==> config.mk <==
export PLATFORM = sky130hd
export DESIGN_NAME = spw_device_flat
export DESIGN_NICKNAME = d
export VERILOG_FILES = /design/src/spw_pkg.sv /design/src/spw_if.sv /design/src/spw_tap_decode.sv /design/src/spw_device.sv /design/src/flat_wrapper.sv
export VERILOG_INCLUDE_DIRS = /design/src
export SDC_FILE = /design/constraint.sdc
export NUM_CORES = 2
export LEC_CHECK = 0
export ABC_AREA = 1
export BUFFER_PORTS_ARGS = -buffer_cell sky130_fd_sc_hd__buf_2
export CORE_AREA = 5 5 410 412
export DETAILED_ROUTE_END_ITERATION = 10
export DIE_AREA = 0 0 415 417
export PLACE_DENSITY = 0.45
export SYNTH_ARGS = -nofsm -noshare
export SYNTH_HDL_FRONTEND = slang
export SYNTH_SLANG_ARGS = --single-unit
==> constraint.sdc <==
create_clock -name REF_CLK_I -period 5.89 [get_ports REF_CLK_I]
set_input_delay 0.2945 -clock REF_CLK_I [delete_from_list [all_inputs] [get_ports REF_CLK_I]]
set_output_delay 0.2945 -clock REF_CLK_I [all_outputs]
set_load 0.01 [all_outputs]
==> src/spw_map.svh <==
// Constants of the serial wiper-control link: fields, opcodes, timing, host map
`ifndef SPW_MAP_SVH
`define SPW_MAP_SVH
`define SPW_CLK_NS 100
`define SPW_NV_WRITE_NS 10000000
`define SPW_NV_WRITE_CYC (`SPW_NV_WRITE_NS / `SPW_CLK_NS)
`define SPW_DEV_TYPE_DEFAULT 4'h9
`define SPW_SETTING_RESET 10'h000
`define SPW_ID_TYPE_MSB 7
`define SPW_ID_TYPE_LSB 4
`define SPW_ID_ADDR_MSB 3
`define SPW_ID_ADDR_LSB 2
`define SPW_ID_RW 0
`define SPW_INS_MSB 7
`define SPW_INS_LSB 5
`define SPW_SEL_MSB 3
`define SPW_SEL_LSB 2
`define SPW_OP_RD_WIPER 4'hC
`define SPW_OP_WR_WIPER 4'h5
`define SPW_OP_RD_SET 4'hD
`define SPW_OP_WR_SET 4'h6
`define SPW_OP_CP_SET_WIPER 4'hE
`define SPW_OP_CP_WIPER_SET 4'h7
`define SPW_OP_RD_STATUS 4'hA
`define SPW_HALF_CYC 4'h8
`define SPW_AXI_AW 5
`define SPW_REG_CMD 5'h00
`define SPW_REG_STATUS 5'h04
`define SPW_REG_RDATA 5'h08
`define SPW_REG_CTRL 5'h0C
`define SPW_CMD_LONG 31
`define SPW_CTRL_PAUSE 0
`define SPW_CTRL_GUARD 1
`define SPW_RESP_OKAY 2'h0
`define SPW_RESP_SLVERR 2'h2
`endif

==> src/spw_pkg.sv <==
// Types shared by both ends of the serial wiper-control link
`default_nettype none
package spw_pkg;
  typedef enum logic [1:0] {DS_OFF, DS_IDLE, DS_RUN, DS_IGNORE} spw_dev_state_t;
  typedef enum logic [1:0] {HS_IDLE, HS_LEAD, HS_SHIFT, HS_TAIL} spw_host_state_t;
endpackage
`default_nettype wire

==> src/spw_if.sv <==
// Serial link wires between the controller end and the wiper device end
`timescale 1ns/10ps
`default_nettype none
interface spw_if;
  logic cs_n;
  logic sck;
  logic si;
  logic pause_n;
  logic write_guard_n;
  logic so;
  logic so_oe_n;
  modport host (output cs_n, output sck, output si, output pause_n, output write_guard_n,
                input so, input so_oe_n);
  modport dev (input cs_n, input sck, input si, input pause_n, input write_guard_n,
               output so, output so_oe_n);
endinterface
`default_nettype wire

==> src/spw_tap_decode.sv <==
// One-hot tap switch decoder for the wiper position
`timescale 1ns/10ps
`default_nettype none
module spw_tap_decode (
  input wire logic clk_i,
  input wire logic rst_i,
  input wire logic [9:0] position_i,
  output logic [1023:0] tap_select_o
);
  // Registered so a position change never shows two switches on at once
  always_ff @(posedge clk_i) begin
    if (rst_i) begin
      tap_select_o <= 1024'h1;
    end else begin
      tap_select_o <= 1024'h1 << position_i;
    end
  end
endmodule // spw_tap_decode
`default_nettype wire

==> src/spw_device.sv <==
// Wiper device end: serial slave, wiper latch, four stored settings
`timescale 1ns/10ps
`default_nettype none
// Overview of operation
// - Read bits leave on falling serial clock
// - Input bits sampled on rising serial clock
// - Pause while clock low freezes the sequence
// - Master resumes with pause high, clock low
// - Chip select high: output off, standby once no setting save runs
// - Chip select low enables the device
// - No operation before first select fall
// - Write guard low blocks stored-setting writes
// - Continue only when address bits match straps
// - Master keeps select low, pause, guard high
// - Output driven only while shifting read data
// - Wiper latch decoded to one-hot tap
// - Write-wiper instruction loads latch from host
// - Copy instruction moves setting into latch
// - Reset recalls setting zero into latch
// - Latch is volatile, defined by recall
// - Four 10-bit settings, host read/write
// - Copy either way, latch and any setting
// - Setting write completes within 10 ms
// - First byte: type, address, direction
// - Second byte: instruction and register select
// - Setting save starts when select rises
// - Write-pending bit readable, high while writing
`include "spw_map.svh"
module spw_device #(
  parameter logic [3:0] DEV_TYPE = `SPW_DEV_TYPE_DEFAULT, // Arbitrary value
  parameter int NV_WRITE_CYC = `SPW_NV_WRITE_CYC
) (
  input wire logic REF_CLK_I,
  input wire logic RST_I,
  spw_if.dev LINK,
  input wire logic ADDR_STRAP_1_I,
  input wire logic ADDR_STRAP_0_I,
  output logic [9:0] WIPER_O,
  output logic [1023:0] TAP_SELECT_O,
  output logic NV_WRITE_PENDING_O,
  output logic STANDBY_O
);
  import spw_pkg::*;
  localparam int NV_W = $clog2(NV_WRITE_CYC + 1);

  // ************************************************
  // Pin synchronisers and edge detection
  // ************************************************
  logic [6:0] pin_s1;
  logic [6:0] pin_s2;
  logic cs_prev;
  logic sck_prev;
  always_ff @(posedge REF_CLK_I) begin
    if (RST_I) begin
      // Reset value has select high and clock low, so no false clock edge follows reset
      pin_s1 <= 7'h5C;
      pin_s2 <= 7'h5C;
      cs_prev <= 1'b1;
      sck_prev <= 1'b0;
    end else begin
      pin_s1 <= {LINK.cs_n, LINK.sck, LINK.si, LINK.pause_n, LINK.write_guard_n,
                 ADDR_STRAP_1_I, ADDR_STRAP_0_I};
      pin_s2 <= pin_s1;
      cs_prev <= pin_s2[6];
      sck_prev <= pin_s2[5];
    end
  end
  logic cs_n_s;
  logic sck_s;
  logic si_s;
  logic pause_s;
  logic guard_s;
  logic [1:0] strap_s;
  assign cs_n_s = pin_s2[6];
  assign sck_s = pin_s2[5];
  assign si_s = pin_s2[4];
  assign pause_s = pin_s2[3];
  assign guard_s = pin_s2[2];
  assign strap_s = pin_s2[1:0];

  spw_dev_state_t state;
  spw_dev_state_t next_state;
  logic paused;
  logic active;
  logic cs_fall;
  logic cs_rise;
  logic sck_rise;
  logic sck_fall;
  assign cs_fall = cs_prev & ~cs_n_s;
  assign cs_rise = ~cs_prev & cs_n_s;
  assign active = (state == DS_RUN) & ~paused & ~cs_n_s;
  assign sck_rise = active & ~sck_prev & sck_s;
  assign sck_fall = active & sck_prev & ~sck_s;

  // ************************************************
  // Sequence state
  // ************************************************
  logic [2:0] bit_cnt;
  logic [2:0] byte_cnt;
  logic [7:0] rx_sr;
  logic [7:0] rx_byte;
  logic byte_done;
  logic id_ok;
  assign rx_byte = {rx_sr[6:0], si_s};
  assign byte_done = sck_rise & (bit_cnt == 3'h7);
  assign id_ok = (rx_byte[`SPW_ID_TYPE_MSB:`SPW_ID_TYPE_LSB] == DEV_TYPE) &&
                 (rx_byte[`SPW_ID_ADDR_MSB:`SPW_ID_ADDR_LSB] == strap_s);

  always_ff @(posedge REF_CLK_I) begin
    if (RST_I) begin
      state <= DS_OFF;
    end else begin
      state <= next_state;
    end
  end

  always_comb begin
    next_state = state;
    case (state)
      DS_OFF, DS_IDLE: begin
        if (cs_fall) begin
          next_state = DS_RUN;
        end
      end
      DS_RUN: begin
        if (cs_n_s) begin
          next_state = DS_IDLE;
        end else if (byte_done && byte_cnt == 3'h0 && !id_ok) begin
          next_state = DS_IGNORE;
        end
      end
      DS_IGNORE: begin
        if (cs_n_s) begin
          next_state = DS_IDLE;
        end
      end
      default: next_state = DS_IDLE;
    endcase
  end

  // Pause is only taken or released while the clock is low
  always_ff @(posedge REF_CLK_I) begin
    if (RST_I || state != DS_RUN) begin
      paused <= 1'b0;
    end else if (!sck_s) begin
      paused <= ~pause_s;
    end
  end

  always_ff @(posedge REF_CLK_I) begin
    if (RST_I || state != DS_RUN) begin
      bit_cnt <= 3'h0;
      byte_cnt <= 3'h0;
      rx_sr <= 8'h00;
    end else if (sck_rise) begin
      rx_sr <= rx_byte;
      bit_cnt <= bit_cnt + 3'h1;
      if (bit_cnt == 3'h7 && byte_cnt != 3'h4) begin
        byte_cnt <= byte_cnt + 3'h1;
      end
    end
  end

  // ************************************************
  // Command decode
  // ************************************************
  logic rw;
  logic [3:0] op;
  logic [1:0] sel;
  logic [7:0] data_lo;
  logic [3:0] cur_op;
  logic [1:0] cur_sel;
  logic instr_done;
  logic last;
  logic is_read;
  logic [9:0] full_data;
  assign instr_done = byte_done & (byte_cnt == 3'h1);
  assign last = byte_done & (byte_cnt == 3'h3);
  assign cur_op = (byte_cnt == 3'h1) ? {rw, rx_byte[`SPW_INS_MSB:`SPW_INS_LSB]} : op;
  assign cur_sel = (byte_cnt == 3'h1) ? rx_byte[`SPW_SEL_MSB:`SPW_SEL_LSB] : sel;
  assign is_read = (cur_op == `SPW_OP_RD_WIPER) || (cur_op == `SPW_OP_RD_SET) ||
                   (cur_op == `SPW_OP_RD_STATUS);
  assign full_data = {rx_byte[1:0], data_lo};

  always_ff @(posedge REF_CLK_I) begin
    if (RST_I) begin
      rw <= 1'b0;
      op <= 4'h0;
      sel <= 2'h0;
      data_lo <= 8'h00;
    end else if (byte_done) begin
      if (byte_cnt == 3'h0) begin
        rw <= rx_byte[`SPW_ID_RW];
      end
      if (byte_cnt == 3'h1) begin
        op <= cur_op;
        sel <= cur_sel;
      end
      if (byte_cnt == 3'h2) begin
        data_lo <= rx_byte;
      end
    end
  end

  // ************************************************
  // Wiper latch and stored settings
  // ************************************************
  logic [9:0] wiper;
  logic recall;
  logic [9:0] setting [4];
  logic nv_write_pending;
  logic [NV_W-1:0] nv_cnt;
  logic [1:0] nv_sel;
  logic [9:0] nv_data;
  logic pend;
  logic [1:0] pend_sel;
  logic [9:0] pend_data;

  // Settings reset only with RST_I, which stands in for first power-up
  always_ff @(posedge REF_CLK_I) begin
    if (RST_I) begin
      wiper <= `SPW_SETTING_RESET;
      recall <= 1'b1;
    end else begin
      recall <= 1'b0;
      if (recall) begin
        wiper <= setting[0];
      end else if (last && op == `SPW_OP_WR_WIPER) begin
        wiper <= full_data;
      end else if (instr_done && cur_op == `SPW_OP_CP_SET_WIPER) begin
        wiper <= setting[cur_sel];
      end
    end
  end

  always_ff @(posedge REF_CLK_I) begin
    if (RST_I || cs_fall) begin
      pend <= 1'b0;
      pend_sel <= 2'h0;
      pend_data <= 10'h000;
    end else if (!guard_s) begin
      pend <= 1'b0;
    end else if (last && op == `SPW_OP_WR_SET) begin
      pend <= 1'b1;
      pend_sel <= sel;
      pend_data <= full_data;
    end else if (instr_done && cur_op == `SPW_OP_CP_WIPER_SET) begin
      pend <= 1'b1;
      pend_sel <= cur_sel;
      pend_data <= wiper;
    end
  end

  // A second save requested while one runs is dropped
  always_ff @(posedge REF_CLK_I) begin
    if (RST_I) begin
      nv_write_pending <= 1'b0;
      nv_cnt <= '0;
      nv_sel <= 2'h0;
      nv_data <= 10'h000;
    end else if (nv_write_pending) begin
      if (nv_cnt == '0) begin
        nv_write_pending <= 1'b0;
      end else begin
        nv_cnt <= nv_cnt - NV_W'(1);
      end
    end else if (cs_rise && pend && guard_s && state == DS_RUN) begin
      nv_write_pending <= 1'b1;
      nv_cnt <= NV_W'(NV_WRITE_CYC - 1);
      nv_sel <= pend_sel;
      nv_data <= pend_data;
    end
  end

  always_ff @(posedge REF_CLK_I) begin
    if (RST_I) begin
      for (int i = 0; i < 4; i++) begin
        setting[i] <= `SPW_SETTING_RESET;
      end
    end else if (nv_write_pending && nv_cnt == '0) begin
      setting[nv_sel] <= nv_data;
    end
  end

  // ************************************************
  // Read data path
  // ************************************************
  logic [9:0] out_word;
  logic [7:0] tx_sr;
  logic [1:0] tx_hi;
  logic tx_armed;
  logic drive_on;
  logic so_q;
  always_comb begin
    case (cur_op)
      `SPW_OP_RD_WIPER: out_word = wiper;
      `SPW_OP_RD_SET: out_word = setting[cur_sel];
      `SPW_OP_RD_STATUS: out_word = {9'h000, nv_write_pending};
      default: out_word = 10'h000;
    endcase
  end

  always_ff @(posedge REF_CLK_I) begin
    if (RST_I || state != DS_RUN) begin
      tx_sr <= 8'h00;
      tx_hi <= 2'h0;
      tx_armed <= 1'b0;
      drive_on <= 1'b0;
      so_q <= 1'b0;
    end else if (instr_done && is_read) begin
      tx_sr <= out_word[7:0];
      tx_hi <= out_word[9:8];
      tx_armed <= 1'b1;
    end else if (byte_done && byte_cnt == 3'h2 && tx_armed) begin
      tx_sr <= {6'h00, tx_hi};
    end else if (last) begin
      tx_armed <= 1'b0;
      drive_on <= 1'b0;
    end else if (sck_fall && tx_armed) begin
      so_q <= tx_sr[7];
      tx_sr <= {tx_sr[6:0], 1'b0};
      drive_on <= 1'b1;
    end
  end
  assign LINK.so = so_q;
  assign LINK.so_oe_n = ~(drive_on & ~paused);

  // ************************************************
  // User-side outputs
  // ************************************************
  always_ff @(posedge REF_CLK_I) begin
    if (RST_I) begin
      STANDBY_O <= 1'b0;
    end else begin
      STANDBY_O <= cs_n_s & ~nv_write_pending;
    end
  end
  assign WIPER_O = wiper;
  assign NV_WRITE_PENDING_O = nv_write_pending;

  spw_tap_decode u_tap (
    .clk_i(REF_CLK_I),
    .rst_i(RST_I),
    .position_i(wiper),
    .tap_select_o(TAP_SELECT_O)
  );
endmodule // spw_device
`default_nettype wire

==> src/flat_wrapper.sv <==
// flat-port wrapper written by rule: the top's interface ports become plain ports
module spw_device_flat import spw_pkg::*;
#(
  parameter logic [3:0] DEV_TYPE = `SPW_DEV_TYPE_DEFAULT,                   
  parameter int NV_WRITE_CYC = `SPW_NV_WRITE_CYC
)
  (REF_CLK_I, RST_I, ADDR_STRAP_1_I, ADDR_STRAP_0_I, WIPER_O, TAP_SELECT_O, NV_WRITE_PENDING_O, STANDBY_O, LINK_cs_n, LINK_sck, LINK_si, LINK_pause_n, LINK_write_guard_n, LINK_so, LINK_so_oe_n);
  spw_if LINK_i ();
  input wire logic REF_CLK_I;
  input wire logic RST_I;
  input wire logic ADDR_STRAP_1_I;
  input wire logic ADDR_STRAP_0_I;
  output logic [9:0] WIPER_O;
  output logic [1023:0] TAP_SELECT_O;
  output logic NV_WRITE_PENDING_O;
  output logic STANDBY_O;
  input wire logic [$bits(LINK_i.cs_n)-1:0] LINK_cs_n;
  input wire logic [$bits(LINK_i.sck)-1:0] LINK_sck;
  input wire logic [$bits(LINK_i.si)-1:0] LINK_si;
  input wire logic [$bits(LINK_i.pause_n)-1:0] LINK_pause_n;
  input wire logic [$bits(LINK_i.write_guard_n)-1:0] LINK_write_guard_n;
  output wire logic [$bits(LINK_i.so)-1:0] LINK_so;
  output wire logic [$bits(LINK_i.so_oe_n)-1:0] LINK_so_oe_n;
  assign LINK_i.cs_n = LINK_cs_n;
  assign LINK_i.sck = LINK_sck;
  assign LINK_i.si = LINK_si;
  assign LINK_i.pause_n = LINK_pause_n;
  assign LINK_i.write_guard_n = LINK_write_guard_n;
  assign LINK_so = LINK_i.so;
  assign LINK_so_oe_n = LINK_i.so_oe_n;
  spw_device #(.DEV_TYPE(DEV_TYPE), .NV_WRITE_CYC(NV_WRITE_CYC)) u_core (.REF_CLK_I(REF_CLK_I), .RST_I(RST_I), .LINK(LINK_i), .ADDR_STRAP_1_I(ADDR_STRAP_1_I), .ADDR_STRAP_0_I(ADDR_STRAP_0_I), .WIPER_O(WIPER_O), .TAP_SELECT_O(TAP_SELECT_O), .NV_WRITE_PENDING_O(NV_WRITE_PENDING_O), .STANDBY_O(STANDBY_O));
endmodule
Word-level counts from Yosys, hierarchy flattened
Memories as Yosys holds them, arrays and structs flattened.
Cells that the tools add are included.
W data, S select, Z words.
{"block": "classes", "add_sub_neg": 3, "n_eq_ne": 24, "shifts": 1, "muxes": 40, "bitwise": 25, "n_reduce_logical": 45}
{"cell": "$shl A1 B10 Y1024 const A", "count": 1}
{"cell": "$mux W10", "count": 6}
{"cell": "$mux W17", "count": 3}
{"cell": "$mux W8", "count": 4}
{"cell": "$pmux W10 S3", "count": 1}
{"cell": "$eq A4 B4 Y1 const B", "count": 5}
{"cell": "$reduce_and A2 Y1", "count": 9}
{"cell": "$logic_not A17 Y1", "count": 1}
{"cell": "$sub A17 B1 Y17 const B", "count": 1}
{"cell": "$logic_and A1 B1 Y1", "count": 16}
{"cell": "$mux W1", "count": 16}
{"cell": "$mux W2", "count": 8}
{"cell": "$and A1 B1 Y1", "count": 13}
{"cell": "$eq A4 B3 Y1 const B", "count": 3}
{"cell": "$not A1 Y1", "count": 12}
{"cell": "$reduce_or A10 Y1", "count": 1}
{"cell": "$reduce_bool A2 Y1", "count": 4}
{"cell": "$add A3 B1 Y3 const B", "count": 2}
{"cell": "$eq A3 B2 Y1 const B", "count": 2}
{"cell": "$ne A2 B1 Y1 const B", "count": 3}
{"cell": "$ne A3 B3 Y1 const B", "count": 2}
{"cell": "$pmux W2 S3", "count": 1}
{"cell": "$reduce_and A3 Y1", "count": 2}
{"cell": "$reduce_bool A3 Y1", "count": 2}
{"cell": "other kinds (14)", "count": 20}
{"block": "word_totals", "register_bits": 1139, "ramBits": 40, "out_inout_bits": 1038, "word_cells": 168, "n_memories": 1}
{"name": "u_core.setting", "depth": 4, "word_bits": 10, "read_ports": 2, "rd_ports_with_merged_regs": 0, "write_ports": 4, "line": "spw_device.sv:210", "rtl": "logic [9:0] setting [4];"}

Longest topological paths before layout
{"block": "logic_depth", "depth_word": 11, "depth_mapped": 16, "ltp_nobuf": 15}

By module
From an unflattened synthesis, not the netlist that was laid out.
{"block": "unflattened", "hier_cells": 3957, "hier_area_um2": 36628.9}
{"mod": "spw_tap_decode", "n_inst": 1, "cells_each": 2987, "area_each_um2": 29298.1, "seq_area_each_um2": 20499.7}
{"mod": "spw_device", "n_inst": 1, "cells_each": 970, "area_each_um2": 7330.8, "seq_area_each_um2": 3503.4}

Least setup slack after synthesis
No wires, ideal clock.
{"block": "synth_timing", "path_kind": "register -> register", "from": "reg u_core.nv_cnt[0]", "to": "mem u_core.setting[2][0] (enable)", "t_arrival_ns": 1.757, "t_required_ns": 5.499, "slack_ns": 3.742, "stages_incl_launch_ff": 9, "path_buffers": 0, "path_cell_list": "dfxtp_1 inv_1 ha_1 nand3_1 nor2_1 nand2_1 nor2_1 nand2_1 o21ai_0"}
{"item": "start, declared", "line": "spw_device.sv:212", "rtl": "logic [NV_W-1:0] nv_cnt;"}
{"item": "start signal, assigned", "line": "spw_device.sv:265", "rtl": "nv_cnt <= nv_cnt - NV_W'(1);"}
{"item": "start signal, assigned", "line": "spw_device.sv:269", "rtl": "nv_cnt <= NV_W'(NV_WRITE_CYC - 1);"}
{"item": "end, declared", "line": "spw_device.sv:210"}

==> reports/summary.json <==
{
  "synthTopCellsByArea": {"value": "dfxtp_1, nor2_1, nand4_1"},
  "syn_area_per_cell": {"value": 9.22, "unit": "um2"},
  "areaGrowthSynthToFinish": {"value": 32.4, "unit": "%"},
  "floorplan.rows": {"value": 149},
  "timing.setup.tns": {"value": 0, "unit": "ps"},
  "max_cap_violations": {"value": 0},
  "io_buffers": {"value": 1046},
  "clock_latency": {"value": 770, "unit": "ps"},
  "design_power_total": {"value": 17.1, "unit": "mW"},
  "grt_pass1_vias": {"value": 30936},
  "holdCritStartpoint": {"value": "LINK_si"},
  "count_of_final_hold_check_violations": {"value": 0},
  "crit_path_launch_type": {"value": "flop"},
  "vias": {"value": 32545},
  "worstHoldPathType": {"value": "in2reg"},
  "clock_buffers_created_by_tritoncts": {"value": 133},
  "route.final.wire_length": {"value": 184, "unit": "mm"},
  "holdPathStages": {"value": 3},
  "min_delay_worst_endpoint": {"value": "u_core.pin_s1[4]"},
  "clkSlewWorstSetupHoldPaths": {"value": 50, "unit": "ps"},
  "antenna_found_initial": {"value": 7},
  "finalCritPeriodShare": {"value": 0.507},
  "placeableCoreArea": {"value": 164000, "unit": "um2"},
  "routed_via_density": {"value": 4.53},
  "die-area": {"value": 173000, "unit": "um2"},
  "max_root_sink_buffers": {"value": 3},
  "drt-wirelength-per-cell": {"value": 25.6, "unit": "um"},
  "post_synthesis_instance_area": {"value": 36600, "unit": "um2"},
  "max_freq": {"value": 335, "unit": "MHz"},
  "regToRegSetupSlack": {"value": 2900, "unit": "ps"},
  "detail-route-antenna-nets": {"value": 0},
  "critPathMaxFanout": {"value": 22},
  "io_pins": {"value": 1047},
  "r2r-end": {"value": "u_core.setting[2][7]"},
  "synthCells": {"value": 3967},
  "gp_routability_congestion": {"value": 0.892},
  "drt_pass1_iterations": {"value": 6},
  "h-tree-depth": {"value": 4},
  "first_iter_violations": {"value": 3056},
  "count_of_flip_flops_with_a_built_in_enable_after_synthesis": {"value": 40},
  "setup.worst_path.class": {"value": "reg2reg"},
  "synth_largest_type_area_fraction": {"value": 0.624},
  "ys_ff_latch": {"value": 1179},
  "yosysWarnings": {"value": 0},
  "finalClockSkew": {"value": 56.9, "unit": "ps"},
  "fill_count": {"value": 17540},
  "hold_buffers": {"value": 8},
  "cts_tree": {"value": "yes"},
  "cts_setup_buffers": {"value": 0},
  "die_height": {"value": 417, "unit": "um"},
  "grt_pass1_wl": {"value": 251, "unit": "mm"},
  "endpoint_kind": {"value": "flop"},
  "setup_viol_count_final": {"value": 0},
  "dp_hpwl": {"value": 131, "unit": "mm"},
  "post_layout_nonfiller_instances": {"value": 7181},
  "final_critical_path_setup_slack": {"value": 2900, "unit": "ps"},
  "grt_max_degree": {"value": 162},
  "maxSlewViolCount": {"value": 0},
  "synthArstFlopShare": {"value": 0},
  "cts-resized-gates": {"value": 0},
  "nNetsFinal": {"value": 4908},
  "mappedNetlistNets": {"value": 3985},
  "worst_ep_required_time": {"value": 6250, "unit": "ps"},
  "initial_utilization": {"value": 0.223},
  "synth_ff_type": {"value": "dfxtp_1"},
  "reg2reg_depth": {"value": 7},
  "synth_sequential_area_ratio": {"value": 0.656},
  "worst_slew_margin_rel": {"value": 0.116},
  "drc": {"value": 0},
  "final_util": {"value": 0.295},
  "root_buffer": {"value": "clkbuf_16"},
  "run_status": {"value": "finished clean"},
  "crit-reg2reg-launch": {"value": "u_core.nv_cnt[11]"},
  "vdd.ir_drop.worst": {"value": 261, "unit": "uV"},
  "grt_setup_unrepaired": {"value": "no"},
  "share_of_cells_above_drive_strength_1": {"value": 0.278},
  "dpl_worst_slack": {"value": 2910, "unit": "ps"},
  "yosysUniqueCellTypes": {"value": 40},
  "fp.dieW": {"value": 415, "unit": "um"},
  "placed_cells_incl_taps": {"value": 6936},
  "power.leakage": {"value": 21.3, "unit": "nW"},
  "post-route-min-period": {"value": 2990, "unit": "ps"},
  "globalRoute.totalOverflow": {"value": 0},
  "power_density": {"value": 354, "unit": "nW/um2"},
  "worst-slew-pin-transition": {"value": 1320, "unit": "ps"},
  "synth.largest_area_cell": {"value": "dfxtp_1"},
  "arrival": {"value": 3350, "unit": "ps"},
  "cts.sink_count": {"value": 1179},
  "grt.total_usage": {"value": 0.200}
}
-- final cells by class --
cell class,count,area [um2],area share
inverter,119,469,0.00969
sequential,1179,24000,0.496
antenna,4,10.0,0.000207
clock buffer,187,3810,0.0788
multi-input combinational,2339,10800,0.224
clock inverter,46,612,0.0126
tap,2189,2740,0.0566
timing repair buffer,1118,5910,0.122
-- worst max-delay path: stages (launching register included) --
cell     delay [ps]
dfxtp_1         310
nor2_1          220
nand2_1         120
nor2_1          180
nand2_1          90
nor2_1          220
nand2_1         480
o21ai_1         970
-- how the worst max path moves through the flow --
stage	from	endpoint	slack, ps
final	u_core.nv_cnt[11]	u_core.setting[2][7]	2900
after global routing	u_core.nv_cnt[12]	u_core.setting[1][8]	2550
after CTS	u_core.nv_cnt[11]	u_core.setting[2][9]	2870
after detailed placement	u_core.nv_cnt[12]	u_core.setting[0][9]	2910
after global placement	u_core.WIPER_O[3]	u_core.u_tap.tap_select_o[848]	2950
after floorplan	u_core.nv_cnt[0]	u_core.setting[2][0]	3740
-- kinds of logic (layout without fill, tap and decap cells) --
group / count (synthesis) / after routing / share of synthesized area
flip-flops: 1179 / 1179 / 0.656
AND/OR/NAND/NOR: 2166 / 2166 / 0.268
XOR/XNOR: 6 / 6 / 0.00144
buffers and inverters: 449 / 1470 / 0.0483
other: 0 / 4 / 0
adder cells (fa/ha/maj): 9 / 9 / 0.00308
AO/OA/AOI/OAI: 158 / 158 / 0.0224
-- where the power goes --
group	leakage [nW]	switching (mW)	internal [mW]
Sequential	9.57	0.0468	8.05
Combinational	9.52	0.530	0.0737
Clock	2.18	3.49	4.95
-- flip-flops by register name (all words and copies together), names as in the netlist, 8 cells and up --
name                       count
u_core.WIPER_O                10
u_core.data_lo                 8
u_core.nv_cnt                 17
u_core.nv_data                10
u_core.pend_data              10
u_core.setting                40
u_core.tx_sr                   8
u_core.u_tap.tap_select_o   1024
-- cell usage in the layout (no fill, tap or decap), types with 40 or more instances in the layout --
cell and count:
o21ai_0 67, nor2_1 1231, edfxtp_1 40, dfxtp_1 1133
buf_2 1046, nand3_1 215, buf_4 55, nand4_1 428
clkbuf_16 136, nand2_1 206, inv_1 110, a21oi_1 62
-- synthesized netlist by cell type, types with 6 or more instances --
library cell  number
o21ai_0           68
inv_1            112
dfxtp_1         1139
nor3_4            10
nand3_1          215
buf_1             61
nand2_2           10
buf_4              6
nor2_2             8
buf_6              6
a21oi_1           62
buf_2             11
edfxtp_1          40
nor2_1          1240
and2_1             6
nand4_1          428
or2_2             11
clkbuf_1         246
ha_1               9
o21ai_1           15
nand2_1          207
nor3_1            17
-- per-stage QoR --
| stage | cell area (um2) | hold WS, ps |
|---|---|---|
| finish | 48400 | 266 |
| global placement | 43900 | 401 |
| floorplan | 36600 | 322 |
| CTS | 48400 | 185 |
| global route | 48400 | 247 |
| detailed placement | 43900 | 399 |
-- layer usage --
layer / vias to the layer above / share of wire / global-route usage
met5: - / 0.00014 / 0
met4: 4 / 0.042 / 0.0797
met3: 265 / 0.063 / 0.0451
met2: 1293 / 0.50 / 0.348
met1: 16100 / 0.40 / 0.240
li1: 14883 / - / -
(Power assumes the default switching activity.)
